## config.mk

```make
export PLATFORM = sky130hd
export DESIGN_NAME = return_literal_and_subtract_exec
export DESIGN_NICKNAME = d
export VERILOG_FILES = /design/src/include/rlsub_pkg.sv /design/src/rtl/sub_unit.sv /design/src/rtl/return_literal_and_subtract_exec.sv
export SDC_FILE = /design/constraint.sdc
export NUM_CORES = 1
export LEC_CHECK = 0
export BUFFER_PORTS_ARGS = -buffer_cell sky130_fd_sc_hd__buf_2
export CORE_UTILIZATION = 45
export DETAILED_ROUTE_END_ITERATION = 10
export GPL_ROUTABILITY_DRIVEN = 0
export PLACE_DENSITY = 0.76
export SYNTH_ARGS = -nofsm -noshare
export SYNTH_HDL_FRONTEND = slang
export SYNTH_SLANG_ARGS = --single-unit
```

## constraint.sdc

```tcl
create_clock -name i_sys_clk -period 1.4 [get_ports i_sys_clk]
set_input_delay 0.14 -clock i_sys_clk [delete_from_list [all_inputs] [get_ports i_sys_clk]]
set_output_delay 0.14 -clock i_sys_clk [all_outputs]
set_load 0.02 [all_outputs]
```

## src/include/rlsub_pkg.sv

```systemverilog
// Package with instruction encodings, field positions, reset values and carrier types.
package rlsub_pkg;
    localparam int INSTR_W = 12;
    localparam int DATA_W = 8;
    localparam int FILE_ADDR_W = 5;
    localparam int FILE_ADDR_LSB = 0;
    localparam int DEST_BIT = 5;
    localparam int LIT_LSB = 0;
    localparam int NIB_W = 4;
    localparam logic [INSTR_W-1:0] IDLE_INSTRUCTION_CODE = 12'h000;
    localparam logic [INSTR_W-1:0] OPTION_LOAD_CODE = 12'h002;
    localparam int RETLIT_OP_LSB = 8;
    localparam logic [3:0] RETURN_WITH_LITERAL_OP = 4'h8;
    localparam int SUBF_OP_LSB = 6;
    localparam logic [5:0] SUBTRACT_ACC_FROM_FILE_OP = 6'h02;
    localparam logic DEST_ACC = 1'b0;
    localparam logic DEST_FILE = 1'b1;
    localparam int RETURN_WITH_LITERAL_CYCLES = 2;
    localparam int PC_W_DEFAULT = 10;
    localparam logic [DATA_W-1:0] ACC_RESET = 8'h00;
    localparam logic [DATA_W-1:0] OPTION_RESET = 8'hff;

    typedef struct packed {
        logic carry;
        logic digit_carry;
        logic zero;
    } flags_t;

    typedef struct packed {
        logic we;
        logic [FILE_ADDR_W-1:0] addr;
        logic [DATA_W-1:0] data;
    } file_wr_t;
endpackage

```

## src/rtl/sub_unit.sv

```systemverilog
// Combinational two's complement subtractor giving file minus accumulator and its flags.
`timescale 1ns/1ps
module sub_unit (
    // Operands.
    input wire logic [rlsub_pkg::DATA_W-1:0] i_file_val,
    input wire logic [rlsub_pkg::DATA_W-1:0] i_acc_val,
    // Result.
    output logic [rlsub_pkg::DATA_W-1:0] o_diff,
    output rlsub_pkg::flags_t o_flags
);
    logic [rlsub_pkg::DATA_W:0] full;
    logic [rlsub_pkg::NIB_W:0] low;

    always_comb begin
        // The subtraction adds the inverted accumulator plus one, so carry means no borrow.
        full = {1'b0, i_file_val} + {1'b0, ~i_acc_val} + 9'h001;
        low = {1'b0, i_file_val[rlsub_pkg::NIB_W-1:0]} + {1'b0, ~i_acc_val[rlsub_pkg::NIB_W-1:0]} + 5'h01;
        o_diff = full[rlsub_pkg::DATA_W-1:0];
        o_flags.carry = full[rlsub_pkg::DATA_W];
        o_flags.digit_carry = low[rlsub_pkg::NIB_W];
        o_flags.zero = (full[rlsub_pkg::DATA_W-1:0] == 8'h00);
    end
endmodule

```

## src/rtl/return_literal_and_subtract_exec.sv

```systemverilog
// Decode and execute unit for idle, option load, return with literal and subtract from file.
`timescale 1ns/1ps
module return_literal_and_subtract_exec #(
    parameter int PC_W = rlsub_pkg::PC_W_DEFAULT
) (
    // Clock, reset and enable.
    input wire logic i_sys_clk,
    input wire logic i_resetn,
    input wire logic i_ce,
    // Instruction issue.
    input wire logic i_instr_valid,
    input wire logic [rlsub_pkg::INSTR_W-1:0] i_instr,
    output logic o_ready,
    output logic o_done,
    output logic o_unhandled,
    // File register port and call stack.
    input wire logic [rlsub_pkg::DATA_W-1:0] i_file_rdata,
    input wire logic [PC_W-1:0] i_stack_top,
    output rlsub_pkg::file_wr_t o_file_wr,
    // Program counter load.
    output logic o_pc_load,
    output logic [PC_W-1:0] o_pc_value,
    output logic o_stack_pop,
    // Core registers and flags.
    output logic [rlsub_pkg::DATA_W-1:0] o_acc,
    output logic [rlsub_pkg::DATA_W-1:0] o_option,
    output rlsub_pkg::flags_t o_flags,
    output logic o_flags_we
);
    typedef enum logic [0:0] {ST_EXEC, ST_SECOND} state_t;

    logic rst_meta_r;
    logic rst_sync_r;
    state_t state_r, state_nxt;
    logic ready_r, ready_nxt;
    logic done_r, done_nxt;
    logic unhandled_r, unhandled_nxt;
    rlsub_pkg::file_wr_t file_wr_r, file_wr_nxt;
    logic pc_load_r, pc_load_nxt;
    logic [PC_W-1:0] pc_value_r, pc_value_nxt;
    logic stack_pop_r, stack_pop_nxt;
    logic [rlsub_pkg::DATA_W-1:0] acc_r, acc_nxt;
    logic [rlsub_pkg::DATA_W-1:0] option_r, option_nxt;
    rlsub_pkg::flags_t flags_r, flags_nxt;
    logic flags_we_r, flags_we_nxt;
    logic [rlsub_pkg::DATA_W-1:0] diff;
    rlsub_pkg::flags_t sub_flags;
    logic take;
    logic is_idle, is_option, is_retlit, is_subf;

    // Reset is asserted at once and released through two flip-flops.
    always_ff @(posedge i_sys_clk or negedge i_resetn) begin
        if (!i_resetn) begin
            rst_meta_r <= 1'b0;
            rst_sync_r <= 1'b0;
        end else begin
            rst_meta_r <= 1'b1;
            rst_sync_r <= rst_meta_r;
        end
    end

    sub_unit u_sub (
        .i_file_val(i_file_rdata),
        .i_acc_val(acc_r),
        .o_diff(diff),
        .o_flags(sub_flags)
    );

    always_comb begin
        take = i_instr_valid && ready_r && (state_r == ST_EXEC);
        is_idle = (i_instr == rlsub_pkg::IDLE_INSTRUCTION_CODE);
        is_option = (i_instr == rlsub_pkg::OPTION_LOAD_CODE);
        is_retlit = (i_instr[rlsub_pkg::INSTR_W-1:rlsub_pkg::RETLIT_OP_LSB] == rlsub_pkg::RETURN_WITH_LITERAL_OP);
        is_subf = (i_instr[rlsub_pkg::INSTR_W-1:rlsub_pkg::SUBF_OP_LSB] == rlsub_pkg::SUBTRACT_ACC_FROM_FILE_OP);
    end

    always_comb begin
        state_nxt = state_r;
        ready_nxt = ready_r;
        done_nxt = 1'b0;
        unhandled_nxt = 1'b0;
        file_wr_nxt = file_wr_r;
        file_wr_nxt.we = 1'b0;
        pc_load_nxt = 1'b0;
        pc_value_nxt = pc_value_r;
        stack_pop_nxt = 1'b0;
        acc_nxt = acc_r;
        option_nxt = option_r;
        flags_nxt = flags_r;
        flags_we_nxt = 1'b0;
        case (state_r)
            ST_EXEC: begin
                ready_nxt = 1'b1;
                if (take) begin
                    if (is_idle) begin
                        done_nxt = 1'b1;
                    end else if (is_option) begin
                        option_nxt = acc_r;
                        done_nxt = 1'b1;
                    end else if (is_retlit) begin
                        acc_nxt = i_instr[rlsub_pkg::LIT_LSB +: rlsub_pkg::DATA_W];
                        pc_value_nxt = i_stack_top;
                        pc_load_nxt = 1'b1;
                        stack_pop_nxt = 1'b1;
                        ready_nxt = 1'b0;
                        state_nxt = ST_SECOND;
                    end else if (is_subf) begin
                        flags_nxt = sub_flags;
                        flags_we_nxt = 1'b1;
                        done_nxt = 1'b1;
                        if (i_instr[rlsub_pkg::DEST_BIT] == rlsub_pkg::DEST_ACC) begin
                            acc_nxt = diff;
                        end else begin
                            file_wr_nxt.we = 1'b1;
                            file_wr_nxt.addr = i_instr[rlsub_pkg::FILE_ADDR_LSB +: rlsub_pkg::FILE_ADDR_W];
                            file_wr_nxt.data = diff;
                        end
                    end else begin
                        unhandled_nxt = 1'b1;
                    end
                end
            end
            ST_SECOND: begin
                // The fetched word after the return is discarded while the counter reloads.
                ready_nxt = 1'b1;
                done_nxt = 1'b1;
                state_nxt = ST_EXEC;
            end
            default: begin
                ready_nxt = 1'b0;
                state_nxt = ST_EXEC;
            end
        endcase
    end

    always_ff @(posedge i_sys_clk or negedge rst_sync_r) begin
        if (!rst_sync_r) begin
            state_r <= ST_EXEC;
            ready_r <= 1'b0;
            done_r <= 1'b0;
            unhandled_r <= 1'b0;
            file_wr_r <= '0;
            pc_load_r <= 1'b0;
            pc_value_r <= '0;
            stack_pop_r <= 1'b0;
            acc_r <= rlsub_pkg::ACC_RESET;
            option_r <= rlsub_pkg::OPTION_RESET;
            flags_r <= '0;
            flags_we_r <= 1'b0;
        end else if (i_ce) begin
            state_r <= state_nxt;
            ready_r <= ready_nxt;
            done_r <= done_nxt;
            unhandled_r <= unhandled_nxt;
            file_wr_r <= file_wr_nxt;
            pc_load_r <= pc_load_nxt;
            pc_value_r <= pc_value_nxt;
            stack_pop_r <= stack_pop_nxt;
            acc_r <= acc_nxt;
            option_r <= option_nxt;
            flags_r <= flags_nxt;
            flags_we_r <= flags_we_nxt;
        end
    end

    always_comb begin
        o_ready = ready_r;
        o_done = done_r;
        o_unhandled = unhandled_r;
        o_file_wr = file_wr_r;
        o_pc_load = pc_load_r;
        o_pc_value = pc_value_r;
        o_stack_pop = stack_pop_r;
        o_acc = acc_r;
        o_option = option_r;
        o_flags = flags_r;
        o_flags_we = flags_we_r;
    end
endmodule

```

==> results.md <==
| Group | Parameter | Value |
|---|---|---|
| yosys | Number of warnings printed during yosys synthesis | 0 |
| finish | Share of the core filled with cells | 77.2% |
| grt | Number of global-route vias before repair | 2325 |
| pwr | Power Total | 5.59 mW |
| pwr | Share of total power consumed by net switching | 36.0% |
| yosys | Library cell with the largest summed area after synthesis | sky130_fd_sc_hd__dfrtp_1 |
| sta | Setup violators final | 42 |
| finish | NumNets Final | 405 |
| yosys | Net Count, Synth | 251 |
| finish | Leading cell types in the layout, fill and taps excluded | sky130_fd_sc_hd__buf_2 (81), sky130_fd_sc_hd__buf_4 (52), sky130_fd_sc_hd__dfrtp_1 (36) |
| cts | Clock-pin transition on the worst setup and hold timing paths | 0.09 ns |
| detailed routing | WL per Instance | 17.3 µm |
| critical path | WS Path Type | flip-flop to flip-flop |
| grt | Global-route wire length before repair | 10800 µm |
| finish | Fill cell count | 307 |
| grt | Gr ovfl total | 0 |
| sta | Final setup TNS | -11.43 ns |
| cts | Number of buffers between clock root and the deepest sink | 2 |
| finish | Area growth from synthesis to final layout | 65.4% |
| yosys | Proportion of register bits with asynchronous set or reset after synthesis | 100% |
| critical path | Type of element capturing the critical path | flip-flop |
| detailed routing | Via count | 2326 |
| die | Ports placed on the boundary | 83 |
| sta | Final worst path period need | 2.06 ns |
| detailed routing | Final wirelength | 7490 µm |
| placed design | IO Port Bufs | 82 |
| status | Violations in the final reports | negative setup slack |
| critical path | Arrival time of data at the critical path endpoint | 2.25 ns |
| pwr | Clock group share of total power | 18.4% |
| grt | Antenna violations before repair | 0 |
| sta | Setup repair after global routing missed its margin | yes |
| pwr | Leakage power summed over all cells | 2.01 nW |
| sta | FMAX | 485 MHz |
| yosys | Synth Area per Inst | 11.5 µm² |
| die | Floorplan row count | 26 |
| sta | Final Skew | 0.0115 ns |
| detailed routing | TritonRoute pass-1 iters | 4 |
| yosys | Cells taking the most area after synthesis | sky130_fd_sc_hd__dfrtp_1 (44%), sky130_fd_sc_hd__mux2_2 (13%), sky130_fd_sc_hd__dfstp_2 (8.8%) |
| job | Reported max-cap violation count | 0 |
| sta | Hold Vio Cnt, Final | 0 |
| pwr | Peak supply drop | 0.821 mV |
| die | Area of the die | 5590 µm² |
| pwr | Part of the power in registers | 31.0% |
| pwr | Net Switching | 2.01 mW |
| yosys | Leading register cell type out of synthesis | sky130_fd_sc_hd__dfrtp_1 |
| critical path | Nature of the critical path startpoint | flip-flop |
| yosys | Synth Instances | 208 |
| grt | Total routing resource utilization after global routing | 26.3% |
| placed design | Total half-perimeter wirelength after legalization and detailed placement | 4690 µm |
| cts | Inserted Clock Buffers | 5 |
| finish | Antenna diode count | 0 |
| die | Standard cell core area | 5110 µm² |
| finish | Reg area | 1270 µm² |
| finish | Proportion of layout cells with a drive suffix above 1 | 68.6% |
| detailed routing | Number of DRC violations after detailed routing | 0 |
| die | Horiz. Die Dim | 74.8 µm |
| cts | Number of clock sinks | 50 |
| die | Starting utilization of the core area | 46.7% |
| finish | Multi-input gate area | 1380 µm² |
| detailed routing | Via-to-Cell Ratio | 5.37 |
| finish | Most common cell after layout, fill and taps aside | sky130_fd_sc_hd__buf_2 |
| cts | Clock tree from TritonCTS | built |
| pwr | Internal power contribution | 3.58 mW |
| yosys | Combined area of all synthesized cells | 2380 µm² |
| cts | CTS H-tree depth | 2 |
| detailed routing | Iteration-0 DRC count of the detailed router | 83 |
| cts | Clock insertion delay at the later pin of the skew report | 0.31 ns |
| sta | Post-route worst setup slack | -0.660 ns |
| yosys | Synthesis-stage register bit count | 50 |
| placed design | Worst slack after detailed placement | -0.642 ns |
| yosys | Count of flip-flops with a built-in enable after synthesis | 0 |
| min path | Class of the worst hold path | input port to flip-flop |
| grt | Largest net degree at the start of global routing | 49 |
| status | Run status | finished, violations left |
| yosys | Yosys top cell area share | 44.1% |
| sta | Final worst path period share | 147% |
| yosys | Count of different cell masters after synthesis | 48 |
| yosys | Register area share after synthesis | 52.9% |
| pwr | Combinational power share | 50.7% |
| pwr | Power Dens Cells | 1420 nW/µm² |
| die | Die Y-Extent | 74.8 µm |
| detailed routing | Antenna-violating nets left | 0 |
| sta | Number of max-slew violations in the final report | 0 |
| cts | Root cell of the clock tree | sky130_fd_sc_hd__clkbuf_8 |
| critical path | Critical path fanouts, max | 4 |
| critical path | Worst Path Required | 1.59 ns |
==> cell usage after synthesis, drive strengths merged (3+ instances only) <==
| master | count |
|---|---|
| dfrtp | 42 |
| mux2 | 27 |
| nand2 | 17 |
| inv | 14 |
| nor2 | 14 |
| o21ai | 11 |
| a21oi | 10 |
| dfstp | 8 |
| ha | 8 |
| buf | 4 |
| nor3 | 4 |
| a21o | 3 |
| a31oi | 3 |
| nand3 | 3 |
| xnor2 | 3 |
==> final timing paths <==
kind / startpoint / end / slack (ns) / depth (start not counted)
worst max-delay path: o_acc[4] / o_file_wr[5] / -0.66 / 7
worst max register to register: o_acc[4] / o_file_wr[5] / -0.66 / 7
worst min register to register: rst_sync_r / o_file_wr[9] / 0.24 / 1
min in group asynchronous: i_resetn / rst_sync_r / 0.14 / 2
max in group asynchronous: rst_sync_r / o_option[7] / 0.86 / 1
worst min-delay path: i_stack_top[4] / o_pc_value[4] / 0.06 / 2
==> registers in the layout, indices dropped and copies added (netlist names) <==
name and flops:
o_file_wr 14, o_pc_value 10, o_acc 8, o_option 8
o_flags 3, o_done 1, o_flags_we 1, o_ready 1
o_unhandled 1, rst_meta_r 1, rst_sync_r 1, state_r 1
==> power by group through the flow <==
| stage | clock network [mW] | logic, mW | registers [mW] |
|---|---|---|---|
| 2_1_floorplan | 0 | 0.927 | 2.01 |
| 3_3_place_gp | 0 | 2.00 | 1.74 |
| 3_5_place_dp | 0 | 2.06 | 1.75 |
| 4_1_cts | 1.04 | 2.30 | 1.72 |
| 5_1_grt | 1.11 | 3.01 | 1.76 |
| 6_report | 1.03 | 2.84 | 1.73 |
==> critical path, stage by stage (launching register included) <==
cell and delay (ns):
sky130_fd_sc_hd__dfrtp_2 0.43, sky130_fd_sc_hd__inv_2 0.07, sky130_fd_sc_hd__ha_4 0.21, sky130_fd_sc_hd__a21o_1 0.19
sky130_fd_sc_hd__a31o_4 0.24, sky130_fd_sc_hd__or3_4 0.38, sky130_fd_sc_hd__and2_4 0.17, sky130_fd_sc_hd__mux2_2 0.25
==> stage by stage <==
stage | instance area [µm²] | hold WS [ns] | cells
finish | 3950 | 0.0550 | 433
detailed placement | 3390 | -0.0731 | 407
floorplan | 2500 | -0.156 | 208
global route | 3950 | 0.0474 | 433
global placement | 3390 | -0.0742 | 407
CTS | 3780 | 0.0482 | 431
==> metal layers <==
layer / part of all wire, % / GRT usage, % / vias to the layer above
met4: 3.2 / 9.85 / 0
met5: 0 / 0 / -
met2: 52 / 48.7 / 93
met3: 4.6 / 5.35 / 25
met1: 40 / 29.7 / 1160
li1: - / - / 1048
==> cell families after synthesis <==
group	after synthesis	synth area share, %
adders and majority gates	9	5.04
and+or+nand+nor	53	11.3
other	1	0.157
muxes	27	12.7
buffers and inverters	19	3.41
xor gates and xnor gates	4	1.47
DFF	50	52.9
AOI/OAI and AO/OA	45	13.0
==> timing repair <==
| action | in CTS | in global routing |
|---|---|---|
| gates cloned | 1 | 0 |
| setup endpoints to repair | 41 | 46 |
| pin swaps | 16 | 17 |
| resized for setup | 31 | 33 |
| setup buffers | 15 | 8 |
| endpoints found under the hold margin | 2 | 0 |
| hold buffers | 1 | 0 |
==> area by class of cell <==
type	count	share of cell area, %
sequential	50	32.2
inverter	14	1.33
clock inverter	2	0.951
clock buffer	6	1.84
tap	70	2.22
multi-input combinational	139	35.0
timing repair buffer	152	26.5
(Power assumes the default switching activity.)
